**config.mk**
```make
export PLATFORM = sky130hd
export DESIGN_NAME = service_timer
export DESIGN_NICKNAME = d
export VERILOG_FILES = /design/src/design/wst_pkg.sv /design/src/design/prescale_tick.sv /design/src/design/service_timer.sv
export SDC_FILE = /design/constraint.sdc
export NUM_CORES = 1
export LEC_CHECK = 0
export ABC_CLOCK_PERIOD_IN_PS = 3100
export BUFFER_PORTS_ARGS = -buffer_cell sky130_fd_sc_hd__buf_2
export CAP_MARGIN = 20
export CORE_MARGIN = 1.5
export CORE_UTILIZATION = 38
export DETAILED_ROUTE_END_ITERATION = 16
export HOLD_SLACK_MARGIN = 0.15
export SLEW_MARGIN = 40
export SYNTH_ARGS = -nofsm -noshare
export SYNTH_HDL_FRONTEND = slang
export SYNTH_SLANG_ARGS = --single-unit
```
**constraint.sdc**
```tcl
create_clock -name clk -period 3.1 [get_ports clk]
set_input_delay 0.31 -clock clk [delete_from_list [all_inputs] [get_ports clk]]
set_output_delay 0.31 -clock clk [all_outputs]
set_load 0.005 [all_outputs]
```
**src/design/wst_pkg.sv**
```systemverilog
package wst_pkg;

    // register bus geometry
    localparam int          ADDR_W         = 8;
    localparam int          DATA_W         = 32;

    // register byte offsets
    localparam logic [7:0]  CTRL_OFF       = 8'h00;
    localparam logic [7:0]  RELOAD_OFF     = 8'h04;
    localparam logic [7:0]  WINB_OFF       = 8'h08;
    localparam logic [7:0]  STATUS_OFF     = 8'h0C;
    localparam logic [7:0]  MASK_OFF       = 8'h10;
    localparam logic [7:0]  COUNT_OFF      = 8'h14;

    // control register fields
    localparam int          CTRL_SEL_BIT   = 0;
    localparam int          CTRL_WIN_BIT   = 1;

    // status and mask fields
    localparam int          EV_W           = 3;
    localparam int          EV_OVF_BIT     = 0;
    localparam int          EV_INV_BIT     = 1;
    localparam int          EV_RST_BIT     = 2;

    // reset values
    localparam logic [7:0]  RELOAD_RST     = 8'h00;
    localparam logic [7:0]  WINB_RST       = 8'h00;
    localparam logic [2:0]  MASK_RST       = 3'h0;
    localparam logic [15:0] COUNT_RST      = 16'h0000;

    // count clock dividers and prewarning length in count ticks
    localparam logic [7:0]  FAST_DIV       = 8'h02;
    localparam logic [7:0]  SLOW_DIV       = 8'h80;
    localparam logic [7:0]  PREWARN_COUNTS = 8'h30;
    localparam logic [7:0]  BYTE_MAX       = 8'hFF;
    localparam logic [7:0]  BYTE_ZERO      = 8'h00;

    typedef enum logic [2:0] {
        ST_COUNT   = 3'b001,
        ST_PREWARN = 3'b010,
        ST_RESET   = 3'b100
    } wdt_state_type;

    // divide ratio for a prescale select value
    function automatic logic [7:0] div_of(input logic sel);
        return sel ? SLOW_DIV : FAST_DIV;
    endfunction

endpackage

```
**src/design/prescale_tick.sv**
```systemverilog
module prescale_tick #(
    parameter logic [7:0] FAST = 8'h02,
    parameter logic [7:0] SLOW = 8'h80
) (
    // clock and reset
    input  wire logic clk,
    input  wire logic rst,
    // control
    input  wire logic run,
    input  wire logic restart,
    input  wire logic sel,
    // one-cycle count enable
    output wire logic tick
);
    import wst_pkg::*;

    // dividers below two cannot produce a tick gap
    if (FAST < 8'h02 || SLOW < FAST) begin : g_bad_div
        $error("prescale_tick: divider values unusable");
    end

    logic [7:0] div_cnt_ff;
    logic [7:0] nxt_div_cnt;
    wire  [7:0] div_last = (sel ? SLOW : FAST) - 8'h01;

    // tick on the last phase of the divider, only while running
    assign tick        = run && !restart && (div_cnt_ff == div_last);
    assign nxt_div_cnt = (restart || tick) ? BYTE_ZERO :
                         run ? div_cnt_ff + 8'h01 : div_cnt_ff;

    // restart realigns the phase so a service period is exact
    always_ff @(posedge clk) begin
        if (rst)
            div_cnt_ff <= BYTE_ZERO;
        else
            div_cnt_ff <= nxt_div_cnt;
    end

endmodule // prescale_tick

```
**src/design/service_timer.sv**
```systemverilog
// Notes on behaviour
// - sixteen-bit up-counter made of two eight-bit stages, low carries into high
// - count rate is clock over 2 with select 0, over 128 with select 1
// - each accepted service loads reload byte high and clears the low byte
// - after service counting resumes upward from reload byte times 256
// - overflow without service raises timeout interrupt and enters prewarning
// - prewarning lasts 30 hex count ticks, then system reset is requested
// - refresh inside active window is invalid: prewarning without timeout interrupt, then reset
// - forbidden window spans 0000 up to window bound byte followed by 00
// - counting is frozen while the processor is in debug mode
// - service to overflow takes 2^(1+6*sel) times (65536-256*reload) clocks
module service_timer
(
    // clock and reset
    input  wire logic                       clk,
    input  wire logic                       rst,
    // register port
    input  wire logic [wst_pkg::ADDR_W-1:0] addr,
    input  wire logic [wst_pkg::DATA_W-1:0] wdata,
    input  wire logic                       wr_en,
    input  wire logic                       rd_en,
    output wire logic [wst_pkg::DATA_W-1:0] rdata,
    // software service strobe, same clock
    input  wire logic                       service_strobe,
    // processor debug state, asynchronous pin
    input  wire logic                       debug_mode,
    // outputs to the system
    output wire logic                       timeout_nmi,
    output wire logic                       system_reset_request,
    output wire logic                       irq
);
    import wst_pkg::*;

    // debug pin synchroniser
    logic              dbg_meta_ff;
    logic              dbg_sync_ff;

    // software visible state
    logic              sel_ff;
    logic              win_en_ff;
    logic [7:0]        reload_ff;
    logic [7:0]        winb_ff;
    logic [EV_W-1:0]   mask_ff;
    logic [EV_W-1:0]   status_ff;
    logic [DATA_W-1:0] rdata_ff;

    // timer core
    logic [7:0]        lo_ff;
    logic [7:0]        hi_ff;
    logic [7:0]        pw_cnt_ff;
    logic              nmi_ff;
    logic              rst_req_ff;
    wdt_state_type     state_ff;
    wdt_state_type     nxt_state;

    logic [7:0]        nxt_lo;
    logic [7:0]        nxt_hi;
    logic [7:0]        nxt_pw_cnt;
    logic [EV_W-1:0]   nxt_status;
    logic [DATA_W-1:0] nxt_rdata;

    // register decode
    wire wr_ctrl   = wr_en && (addr == CTRL_OFF);
    wire wr_reload = wr_en && (addr == RELOAD_OFF);
    wire wr_winb   = wr_en && (addr == WINB_OFF);
    wire wr_mask   = wr_en && (addr == MASK_OFF);
    wire rd_status = rd_en && (addr == STATUS_OFF);

    wire [15:0] count_val = {hi_ff, lo_ff};
    wire        counting  = (state_ff == ST_COUNT);

    // window bound
    // upper end is inclusive: a refresh becomes legal once the count passes it
    wire [15:0] win_top   = {winb_ff, BYTE_ZERO};
    wire        in_window = win_en_ff && (count_val <= win_top);

    wire svc_accept  = service_strobe && counting && !in_window;
    wire svc_invalid = service_strobe && counting && in_window;

    // debug freeze
    // the reset state needs no ticks, so the divider rests there too
    wire run      = !dbg_sync_ff && (state_ff != ST_RESET);
    wire restart  = svc_accept || svc_invalid || wr_ctrl;
    wire cnt_tick;

    prescale_tick #(
        .FAST    (FAST_DIV),
        .SLOW    (SLOW_DIV)
    ) u_prescale (
        .clk     (clk),
        .rst     (rst),
        .run     (run),
        .restart (restart),
        .sel     (sel_ff),
        .tick    (cnt_tick)
    );

    wire lo_carry = (lo_ff == BYTE_MAX);

    // overflow point
    // a strobe in the overflow cycle counts as service, never as overflow
    wire overflow = counting && cnt_tick && lo_carry && (hi_ff == BYTE_MAX)
                    && !service_strobe;

    wire pw_done  = (state_ff == ST_PREWARN) && cnt_tick
                    && (pw_cnt_ff == PREWARN_COUNTS - 8'h01);

    // events feeding the status register
    wire [EV_W-1:0] events = {pw_done, svc_invalid, overflow};

    always_comb begin
        nxt_lo = lo_ff;
        nxt_hi = hi_ff;
        if (svc_accept) begin
            nxt_lo = BYTE_ZERO;
            nxt_hi = reload_ff;
        end else if (counting && cnt_tick) begin
            nxt_lo = lo_ff + 8'h01;
            nxt_hi = hi_ff + {7'h00, lo_carry};
        end
    end

    always_comb begin
        nxt_state = state_ff;
        case (state_ff)
            ST_COUNT: begin
                if (overflow || svc_invalid)
                    nxt_state = ST_PREWARN;
            end
            ST_PREWARN: begin
                if (pw_done)
                    nxt_state = ST_RESET;
            end
            ST_RESET: begin
                nxt_state = ST_RESET;
            end
            default: begin
                nxt_state = ST_COUNT;
            end
        endcase
    end

    assign nxt_pw_cnt = (state_ff != ST_PREWARN) ? BYTE_ZERO :
                        cnt_tick ? pw_cnt_ff + 8'h01 : pw_cnt_ff;

    // sticky status: a read clears, a same-cycle event still sets
    assign nxt_status = (rd_status ? {EV_W{1'b0}} : status_ff) | events;

    // read data mux, unmapped offsets read zero
    assign nxt_rdata =
        !rd_en                 ? {DATA_W{1'b0}} :
        (addr == CTRL_OFF)     ? {{(DATA_W-2){1'b0}}, win_en_ff, sel_ff} :
        (addr == RELOAD_OFF)   ? {{(DATA_W-8){1'b0}}, reload_ff} :
        (addr == WINB_OFF)     ? {{(DATA_W-8){1'b0}}, winb_ff} :
        (addr == STATUS_OFF)   ? {{(DATA_W-EV_W){1'b0}}, status_ff} :
        (addr == MASK_OFF)     ? {{(DATA_W-EV_W){1'b0}}, mask_ff} :
        (addr == COUNT_OFF)    ? {{(DATA_W-16){1'b0}}, count_val} :
                                 {DATA_W{1'b0}};

    // debug pin: first stage feeds only the second
    always_ff @(posedge clk) begin
        if (rst) begin
            dbg_meta_ff <= 1'b0;
            dbg_sync_ff <= 1'b0;
        end else begin
            dbg_meta_ff <= debug_mode;
            dbg_sync_ff <= dbg_meta_ff;
        end
    end

    always_ff @(posedge clk) begin
        if (rst) begin
            sel_ff    <= 1'b0;
            win_en_ff <= 1'b0;
        end else if (wr_ctrl) begin
            sel_ff    <= wdata[CTRL_SEL_BIT];
            win_en_ff <= wdata[CTRL_WIN_BIT];
        end
    end

    // reload, window bound and mask registers
    always_ff @(posedge clk) begin
        if (rst) begin
            reload_ff <= RELOAD_RST;
            winb_ff   <= WINB_RST;
            mask_ff   <= MASK_RST;
        end else begin
            if (wr_reload)
                reload_ff <= wdata[7:0];
            if (wr_winb)
                winb_ff   <= wdata[7:0];
            if (wr_mask)
                mask_ff   <= wdata[EV_W-1:0];
        end
    end

    // status and read data
    always_ff @(posedge clk) begin
        if (rst) begin
            status_ff <= {EV_W{1'b0}};
            rdata_ff  <= {DATA_W{1'b0}};
        end else begin
            status_ff <= nxt_status;
            rdata_ff  <= nxt_rdata;
        end
    end

    // timer stages and sequence state
    always_ff @(posedge clk) begin
        if (rst) begin
            lo_ff     <= COUNT_RST[7:0];
            hi_ff     <= COUNT_RST[15:8];
            pw_cnt_ff <= BYTE_ZERO;
            state_ff  <= ST_COUNT;
        end else begin
            lo_ff     <= nxt_lo;
            hi_ff     <= nxt_hi;
            pw_cnt_ff <= nxt_pw_cnt;
            state_ff  <= nxt_state;
        end
    end

    // reset request level
    // both hold until the system reset that they cause
    always_ff @(posedge clk) begin
        if (rst) begin
            nmi_ff     <= 1'b0;
            rst_req_ff <= 1'b0;
        end else begin
            nmi_ff     <= nmi_ff || overflow;
            rst_req_ff <= rst_req_ff || pw_done;
        end
    end

    assign rdata                = rdata_ff;
    assign timeout_nmi          = nmi_ff;
    assign system_reset_request = rst_req_ff;
    assign irq                  = |(status_ff & mask_ff);

    // helper: cycles since the last count tick, for rate checks
    logic [7:0] gap_ff;
    always_ff @(posedge clk) begin
        if (rst || restart || cnt_tick)
            gap_ff <= BYTE_ZERO;
        else if (run)
            gap_ff <= gap_ff + 8'h01;
    end

    property p_carry;
        @(posedge clk) disable iff (rst)
        (counting && cnt_tick && !service_strobe && lo_carry && hi_ff != BYTE_MAX)
        |=> (lo_ff == BYTE_ZERO) && (hi_ff == $past(hi_ff) + 8'h01);
    endproperty
    a_carry: assert property (p_carry) else $error("carry not propagated");

    property p_rate;
        @(posedge clk) disable iff (rst)
        cnt_tick |-> (gap_ff == div_of(sel_ff) - 8'h01);
    endproperty
    a_rate: assert property (p_rate) else $error("count tick spacing wrong");

    property p_service_load;
        @(posedge clk) disable iff (rst)
        svc_accept |=> (hi_ff == $past(reload_ff)) && (lo_ff == BYTE_ZERO)
                       && (state_ff == ST_COUNT);
    endproperty
    a_service_load: assert property (p_service_load) else $error("service load wrong");

    property p_resume;
        @(posedge clk) disable iff (rst)
        (svc_accept && !sel_ff) ##1 (!dbg_sync_ff && !service_strobe && !wr_ctrl) [*2]
        |=> (lo_ff == 8'h01);
    endproperty
    a_resume: assert property (p_resume) else $error("count did not resume");

    property p_nmi;
        @(posedge clk) disable iff (rst)
        overflow |=> timeout_nmi && (state_ff == ST_PREWARN) && (count_val == COUNT_RST)
                     ##1 status_ff[EV_OVF_BIT] || $past(rd_status);
    endproperty
    a_nmi: assert property (p_nmi) else $error("overflow reaction wrong");

    property p_prewarn;
        @(posedge clk) disable iff (rst)
        ((state_ff == ST_PREWARN) && cnt_tick && pw_cnt_ff == PREWARN_COUNTS - 8'h01)
        |=> system_reset_request && (state_ff == ST_RESET);
    endproperty
    a_prewarn: assert property (p_prewarn) else $error("reset request late");

    property p_no_early;
        @(posedge clk) disable iff (rst)
        ((state_ff == ST_PREWARN) && !system_reset_request
         && pw_cnt_ff < PREWARN_COUNTS - 8'h01) |=> !system_reset_request;
    endproperty
    a_no_early: assert property (p_no_early) else $error("reset request early");

    property p_invalid;
        @(posedge clk) disable iff (rst)
        (svc_invalid && !timeout_nmi) |=> (state_ff == ST_PREWARN) && !timeout_nmi;
    endproperty
    a_invalid: assert property (p_invalid) else $error("invalid refresh handling wrong");

    property p_window;
        @(posedge clk) disable iff (rst)
        (service_strobe && counting && win_en_ff && count_val > {winb_ff, BYTE_ZERO})
        |=> (state_ff == ST_COUNT) && (lo_ff == BYTE_ZERO);
    endproperty
    a_window: assert property (p_window) else $error("legal refresh refused");

    property p_debug;
        @(posedge clk) disable iff (rst)
        (dbg_sync_ff && !service_strobe) |=> $stable(count_val) && $stable(pw_cnt_ff);
    endproperty
    a_debug: assert property (p_debug) else $error("counter moved in debug");

    property p_win_default;
        @(posedge clk)
        $fell(rst) |-> !win_en_ff && !timeout_nmi && !system_reset_request && !irq;
    endproperty
    a_win_default: assert property (p_win_default) else $error("reset state wrong");

endmodule // service_timer

```
Yosys cells after proc, flatten, opt, wreduce, memory -nomap -nowiden --
Cells that the tools add are included.
Cells by class: add/subtract/negate cells 5, order comparisons 1, equality and inequality tests 16, muxes and demuxes 13, bitwise logic cells 4, reduce and logical (&&, ||, !) cells 39
Operators by type and width (count):
- two-way mux 8 bit | 8
- adder 8 x 1 -> 8 bit, second input constant | 3
- logical AND 1 bit | 18
- equality test 8 x 4 -> 1 bit, second input constant | 2
- equality test 8 x 5 -> 1 bit, second input constant | 2
- equality test 8 bit, second input constant | 2
- less-or-equal comparator 16 bit | 1
- two-way mux 3 bit | 3
- one-hot mux 3 bit (3 select lines) | 1
- adder 8 x 1 -> 8 bit | 1
- equality test 8 x 3 -> 1 bit, second input constant | 1
- equality test 8 x 6 -> 1 bit, second input constant | 1
- equality test 8 bit | 1
- logical NOT 8 bit | 1
- OR reduction 2 bit | 4
- OR reduction 8 bit | 1
- subtractor 8 x 1 -> 8 bit, second input constant | 1
- OR reduction 7 bit | 1
- logical OR 1 bit | 6
- OR reduction 3 bit | 2
- logical NOT 1 bit | 4
- bitwise AND 3 bit | 1
- equality test 3 x 1 -> 1 bit, second input constant | 1
- equality test 3 x 2 -> 1 bit, second input constant | 1
- other kinds (10) | 11
Storage, ports and cells: flip-flop bits (word level) 95, input port bits 46, output and inout bits 35, word-level logic and storage cells 97

Depth between registers and ports, before layout --
Gate-level depths: netlist of the first run.
depth in word-level cells 16, mapped depth 10, depth with buffers taken out 10

Cells and area by module --
Synthesis of the first run repeated with hierarchy kept, for this count alone.
Unflattened totals: cell total of the unflattened synthesis 442, area total of the unflattened synthesis 3996.3 sq um
Modules (own cells, without submodules):
- service_timer | times used 1, cells an instance 395, area an instance 3534.6 sq um, sequential area each 1421.4 sq um
- prescale_tick | times used 1, cells an instance 47, area an instance 461.7 sq um, sequential area each 160.2 sq um

Worst setup path before layout of the first run --
No wires, ideal clock.
path kind reg2reg, from register winb_ff[5], to register state_ff[1], setup time 0.070 ns, arrival 2.335 ns, required time 3.030 ns, slack 0.695 ns, stages on the path, launching flop included 10, path buffers 1, clock period less this slack 2.405 ns, cell sequence dfxtp_1 inv_1 ha_1 a211oi_1 o21ai_0 or4b_1 and2_1 clkbuf_1 or4_1 a21oi_1
Between the ends: cells in the longest elaborated chain, start to end 16, elaborated cells on any way between the ends 20, classes of those cells order compare (1); eq/ne (2); reduce/logical (17)
RTL lines:
- start, declared | line service_timer.sv:42 | logic [7:0] winb_ff;
- start signal, assigned | line service_timer.sv:191 | winb_ff <= wdata[7:0];
- less-or-equal comparator 16 bit * | line service_timer.sv:75 | wire in_window = win_en_ff && (count_val <= win_top);
- logical AND 1 bit * | line service_timer.sv:75
- logical NOT 1 bit | line service_timer.sv:77 | wire svc_accept = service_strobe && counting && !in_window;
- logical AND 1 bit | line service_timer.sv:77
- logical OR 1 bit (2 in series) | line service_timer.sv:83 | wire restart = svc_accept || svc_invalid || wr_ctrl;
- logical NOT 1 bit | line prescale_tick.sv:27 | assign tick = run && !restart && (div_cnt_ff == div_last);
- logical AND 1 bit (2 in series) | line prescale_tick.sv:27
- logical AND 1 bit (3 in series) | line service_timer.sv:102 | wire overflow = counting && cnt_tick && lo_carry && (hi_ff == BYTE_MAX)
- logical AND 1 bit | line service_timer.sv:103 | && !service_strobe;
- logical OR 1 bit | line service_timer.sv:127 | if (overflow || svc_invalid)
- inequality test 2 x 1 -> 1 bit (no source line)
- AND reduction 2 bit (no source line) *
- end signal, assigned | line service_timer.sv:219 | state_ff <= nxt_state;
- end, declared | line service_timer.sv:53 | wdt_state_type state_ff;
Every way passes the cells marked *; elsewhere a longest branch is shown, timed or not. A chain may end at the register's enable or synchronous reset.

Final worst setup path of the first run --
Same ends and word-level chain as after synthesis.

==> qor.csv, run 1 <==
stage,metric,value,unit
clocking,holdBufCountCts,0,
die,die_w,105,um
die,starting_density_of_the_core,39.7,%
pwr,power.combinational.fraction,8.5,%
pwr,p_switching,507,uW
die,ios,81,
setup_path,cpPeakStageDelay,0.52,ns
setup_path,crit_path_top_delay_cell,sky130_fd_sc_hd__or4b_1,
placed_design,numPortBuffers,40,
layout,drive_above_1_share,14.3,%
detailed_routing,detail_route.first_pass.iterations,4,
synthesis,synth.top_cell.area_share,40.2,%
synthesis,synthDistinctLibCells,58,
setup_path,timing.critical_path.from_type,flip-flop,
pwr,irDropWorstVdd,0.000231,V
clocking,cts.reportedPaths.clkPinSlew,0.08,ns
job,max_cap_violations,0,
global_routing,total_congestion_overflow,0,
clocking,cts_buffer_depth,2,
global_routing,first_global_vias,3029,
global_routing,antenna_found_initial,0,
die,die_h,105,um
synthesis,mapped_cell_area,3940,sq um
min_path,hp_class,in -> reg,
sta,grt_setup_unrepaired,false,
detailed_routing,met2RoutedLength,4480,um
layout,fill_count,987,
global_routing,grt_pass1_wl,15500,um
setup_path,worstSetupPathType,reg -> reg,
synthesis,synthTopCellsByCount,"79 x sky130_fd_sc_hd__dfxtp_1, 45 x sky130_fd_sc_hd__nor2_1, 36 x sky130_fd_sc_hd__nand2_1",
detailed_routing,detail_route.vias_per_cell,5.28,
synthesis,ys_async_sr_fraction,0,%
sta,tightest_slew,0.780,ns
sta,fin_hold_ws,0.156,ns
synthesis,synth_area_leader_cell,sky130_fd_sc_hd__dfxtp_1,
sta,final_period_minus_worst_setup_slack,2.52,ns
synthesis,dominantRegCellSynth,sky130_fd_sc_hd__dfxtp_1,
setup_path,critical_path_arrival,2.82,ns
synthesis,yosysMostFrequentCell,sky130_fd_sc_hd__dfxtp_1,
pwr,powerDensity,489,nW/um^2
clocking,worst_skew_pair.late_latency,0.36,ns
clocking,tritoncts,done,
layout,seqCellArea,1580,sq um
detailed_routing,post_drt_wl_per_cell,15.1,um
layout,multi_input_area,2140,sq um
synthesis,synth-seq-cells,79,
synthesis,syn-instance-count,460,
die,floorplan.rows,36,
detailed_routing,via_count,3324,
setup_path,critPathMaxFanout,3,
setup_path,worst_ep_required_time,3.40,ns
pwr,power.leakage,0.00171,uW
synthesis,ys.warnings.count,0,
synthesis,synthTopCellsByArea,"sky130_fd_sc_hd__dfxtp_1 40%, sky130_fd_sc_hd__ha_1 4.5%, sky130_fd_sc_hd__nor2_1 4.3%, sky130_fd_sc_hd__nand3_1 3.6%, sky130_fd_sc_hd__xnor2_1 3.6%",
layout,layout.nets,553,
pwr,clock_power_share,43.5,%
layout,flow.area_growth_from_synthesis,12.8,%
min_path,hold-path-cell-count,2,
pwr,proportion_of_power_drawn_by_flip_flops_and_latches,47.9,%
layout,cell_area_after_layout,4440,sq um
pwr,p_int,1660,uW
sta,final-setup-viol-count,0,
outcome,status,completed,
placed_design,dp.final_hpwl,6930,um
placed_design,place_area,4190,sq um
detailed_routing,maxUsedRoutingLayer,met4,
detailed_routing,drtAntennaViolNets,0,
die,dieArea,11000,sq um
layout,final_core_utilization,44.8,%
setup_path,timing.critical_path.to_type,flip-flop,
detailed_routing,route.met3.wl,503,um
clocking,number_of_buffers_inserted_during_clock_tree_synthesis,9,
setup_path,r2r_cells,8,
clocking,cts_repair_resize_count,0,
sta,clock-skew-final,0.00793,ns
clocking,cts_post_setup_buffers_inserted,0,
layout,num_antenna_cells,0,
global_routing,grt_usage,18.1,%
clocking,cts.sink_count,79,
die,core,9910,sq um
sta,max_clock_freq,0.397,GHz
sta,fraction_of_the_cycle_the_final_worst_path_needs,81.3,%
global_routing,largest_net_degree_at_the_start_of_global_routing,51,
setup_path,cp_cell_sequence,"inv_1, ha_1, a211oi_1, o21ai_0, or4b_1, and2_1, or4_1, a21oi_1",
placed_design,routabilityCongestion,0.825,
synthesis,yosysSeqAreaShare,40.2,%
detailed_routing,drc_errors,0,
detailed_routing,drt_first_iter_violations,337,
detailed_routing,detail_route.wirelength,9540,um
sta,final-hold-violation-count,0,
detailed_routing,m1WireLength,4440,um
synthesis,post_synth.cell_area_avg,8.55,sq um
sta,fin_setup_tns,0,ns
pwr,sw_frac_of_total,23.4,%
synthesis,synth-edff-count,0,
clocking,cts-root-buf,sky130_fd_sc_hd__clkbuf_8,
sta,timing_max_transition_violations_final,0,
sta,timing.slew.headroom,47.6,%
clocking,htreeDepth,3,
## kinds of logic (layout without fill, tap and decap cells)
family,count (synthesis),in the layout,synth area share (%)
muxes,13,13,3.31
buffers and inverters,55,77,7.00
AOI/OAI and AO/OA,70,70,12.1
DFF,79,79,40.2
other,1,16,0.0953
adders and majority gates,14,14,4.45
xor gates and xnor gates,22,22,4.90
and+or+nand+nor,206,206,27.9
## final timing paths
path | startpoint | end | slack (ns)
worst min-delay path | debug_mode | dbg_meta_ff | 0.16
worst max-delay path | winb_ff[5] | state_ff[1] | 0.58
worst min register to register | dbg_meta_ff | dbg_sync_ff | 0.45
worst max register to register | winb_ff[5] | state_ff[1] | 0.58
## sequential cells by signal, summed over array words and instances (netlist names), 8 cells and up
name                   count
rdata                     16
pw_cnt_ff                  8
lo_ff                      8
winb_ff                    8
hi_ff                      8
u_prescale.div_cnt_ff      8
reload_ff                  8
## power groups by stage
stage / Combinational (uW) / Sequential [uW] / Clock, uW
final: 185 / 1040 / 945
after global routing: 205 / 1040 / 1000
after CTS: 184 / 1040 / 956
after detailed placement: 183 / 1060 / 0
after global placement: 180 / 1060 / 0
after floorplan: 146 / 1060 / 0
## layout by cell type (no fill, tap or decap), drive strengths merged, types with 3 or more instances in the layout
cell / n
buf: 46
a211oi: 4
dfxtp: 79
bufinv: 3
nor4: 11
a31oi: 4
xnor2: 16
and3b: 3
o211ai: 3
or3: 4
nand3: 28
inv: 16
mux2i: 13
or4: 6
nand2: 36
clkbuf: 12
and3: 5
nor2: 45
a22o: 5
nor2b: 8
xor2: 6
a22oi: 9
o21ai: 5
conb: 16
nor3: 17
and4: 3
nand2b: 10
and2: 9
ha: 14
nand4: 10
a21oi: 27
## through the flow
stage | power, uW | instances | setup WS [ns]
3_3_place_gp | 1240 | 615 | 0.649
4_1_cts | 2180 | 630 | 0.583
3_5_place_dp | 1250 | 615 | 0.608
5_1_grt | 2250 | 630 | 0.363
2_1_floorplan | 1200 | 475 | 0.695
6_report | 2170 | 630 | 0.581
## worst max-delay path: cells and delay by family (launching register included)
family / cells / cell delay [ns]
buf+inv: 1 / 0.05
fa+ha+maj: 1 / 0.30
compound gates: 3 / 0.56
simple gates: 3 / 1.17
flops: 1 / 0.36
## metal layers
| layer | GRT usage, % | vias up |
|---|---|---|
| met5 | 0 | - |
| met4 | 6.95 | 0 |
| met3 | 4.68 | 9 |
| met2 | 27.6 | 85 |
| met1 | 24.2 | 1562 |
| li1 | - | 1668 |
## area by class of cell
cell class | count | area share [%]
inverters | 16 | 1.35
flip-flops and latches | 79 | 35.6
well taps | 133 | 3.75
multi-input cells | 341 | 48.2
repair buffers | 46 | 5.52
clock inverters | 3 | 2.03
clock buffers | 12 | 3.49
No activity file was read; power rests on OpenSTA's default activity.
==> run 2: changes to the inputs <==
ABC_CLOCK_PERIOD_IN_PS = 2240   (was 3100)
clock period = 2.24 ns   (was 3.1 ns; I/O delays follow)
==> qor.csv, run 2 (synthesized netlist as in run 1, its figures left out) <==
stage,metric,value,unit
outcome,status,"complete, but fails checks",
outcome,violations,negative setup slack,
sta,fraction_of_the_cycle_the_final_worst_path_needs,103,%
job,max_cap_violations,0,
die,ios,81,
global_routing,first_global_vias,3369,
sta,grt_setup_unrepaired,true,
sta,final-setup-viol-count,3,
die,die_w,105,um
die,core,9910,sq um
placed_design,numPortBuffers,40,
setup_path,crit_path_top_delay_cell,sky130_fd_sc_hd__or4b_4,
layout,layout.nets,607,
pwr,powerDensity,541,nW/um^2
sta,timing_max_transition_violations_final,0,
min_path,min_to,reload_ff[1],
placed_design,dp.final_hpwl,7430,um
placed_design,pre_cts_ws,-0.109,ns
setup_path,worstSetupPathType,reg -> reg,
layout,drive_above_1_share,29.6,%
placed_design,routabilityCongestion,0.869,
die,die_h,105,um
min_path,worst_hold_launch,wdata[1],
layout,flow.area_growth_from_synthesis,30.7,%
layout,final_core_utilization,51.9,%
pwr,irDropWorstVdd,0.000242,V
setup_path,timing.critical_path.to_type,flip-flop,
sta,final-hold-violation-count,0,
sta,clock-skew-final,0.0110,ns
global_routing,grt_usage,19.2,%
clocking,htreeDepth,3,
layout,num_antenna_cells,0,
clocking,cts_buffer_depth,2,
layout,most_common_cell_after_layout_fill_and_taps_aside,sky130_fd_sc_hd__dfxtp_1,
layout,finalNonFillerCells,683,
setup_path,cp_cell_sequence,"inv_1, ha_1, nand4_1, nor2_1, or4b_4, and2_4, or4_1, a21oi_1",
detailed_routing,post_drt_wl_per_cell,15.8,um
setup_path,timing.reg2reg.setup_slack,-0.07,ns
setup_path,cpPeakStageDelay,0.56,ns
global_routing,largest_net_degree_at_the_start_of_global_routing,24,
detailed_routing,via_count,3672,
global_routing,total_congestion_overflow,0,
sta,timing.slew.headroom,54.6,%
detailed_routing,detail_route.wirelength,10800,um
placed_design,numPlacedInstances,654,
clocking,number_of_buffers_inserted_during_clock_tree_synthesis,9,
sta,fin_hold_ws,0.166,ns
setup_path,rr_startpoint,winb_ff[6],
die,dieArea,11000,sq um
die,floorplan.rows,36,
layout,most-common-layout-cells,"70 x sky130_fd_sc_hd__dfxtp_1, 48 x sky130_fd_sc_hd__buf_4, 44 x sky130_fd_sc_hd__nor2_1, 40 x sky130_fd_sc_hd__buf_2, 35 x sky130_fd_sc_hd__nand2_1",
setup_path,r2r_cells,8,
sta,worst_slack,-0.0683,ns
detailed_routing,drtAntennaViolNets,0,
min_path,hp_class,in -> reg,
global_routing,grt_pass1_wl,16800,um
detailed_routing,detail_route.vias_per_cell,5.38,
min_path,hold-path-cell-count,3,
detailed_routing,drt_first_iter_violations,267,
sta,tightest_slew,0.676,ns
layout,largest_reg_flops,16,
global_routing,antenna_found_initial,0,
setup_path,worst_ep_required_time,2.53,ns
detailed_routing,drc_errors,0,
pwr,power.leakage,0.00204,uW
setup_path,timing.rr.end,state_ff[1],
setup_path,critPathMaxFanout,3,
clocking,cts.reportedPaths.clkPinSlew,0.08,ns
die,starting_density_of_the_core,39.7,%
sta,final_period_minus_worst_setup_slack,2.31,ns
clocking,worst_skew_pair.late_latency,0.36,ns
clocking,cts-root-buf,sky130_fd_sc_hd__clkbuf_8,
detailed_routing,detail_route.first_pass.iterations,5,
clocking,cts.sink_count,79,
setup_path,critical_path_arrival,2.60,ns
clocking,tritoncts,done,
sta,max_clock_freq,0.433,GHz
setup_path,timing.critical_path.from_type,flip-flop,
[run 2: worst max-delay path by stage]
stage,start,end,cells past startpoint
floorplan,hi_ff[5],state_ff[1],8
global placement,winb_ff[1],state_ff[1],8
detailed placement,winb_ff[1],state_ff[1],8
CTS,winb_ff[1],state_ff[1],8
global route,winb_ff[6],state_ff[1],8
finish,winb_ff[6],state_ff[1],8
[run 2: metrics by stage]
stage / area [sq um] / total power [uW] / TNS [ns]
after floorplan: 4050 / 1670 / -0.0375
after CTS: 4840 / 2700 / -0.134
after detailed placement: 4530 / 1760 / -0.192
final: 5140 / 2780 / -0.0888
after global routing: 5140 / 2900 / -0.877
after global placement: 4530 / 1760 / -0.0590
[run 2: area by class of cell]
type,instances,area (sq um)
clock inverters,2,10.0
inverters,16,60.1
clock buffers,12,145
flip-flops and latches,79,1600
fillers,929,4760
well taps,133,166
multi-input cells,341,2440
repair buffers,100,727
[run 2: timing repair]
action	in CTS	in global routing
hold endpoints to repair	12	0
setup buffers	2	4
pin swaps	4	22
hold buffers	7	0
gates resized for setup	13	41
setup endpoints to repair	11	24
gates cloned	0	2
[run 2: critical path: cells and delay by family, from the launching register on]
kind	cells	cell delay, ns
AOI/OAI and AO/OA	1	0.12
adders and majority gates	1	0.30
buffers and inverters	1	0.05
DFF	1	0.34
and+or+nand+nor	5	1.44
[run 2: report_power, final]
group	total (uW)	internal, uW	switching, uW
sequential	1430	1420	13.5
clock	925	418	506
combinational	429	179	249
total	2780	2010	769
[run 2: routing by layer]
layer / global-route usage (%) / share of wire (%) / wire [um]
met4: 6.65 / 1.6 / 178
met2: 29.8 / 47 / 5100
met3: 3.99 / 5.6 / 604
met5: 0 / 0 / 0
met1: 26.5 / 46 / 4930
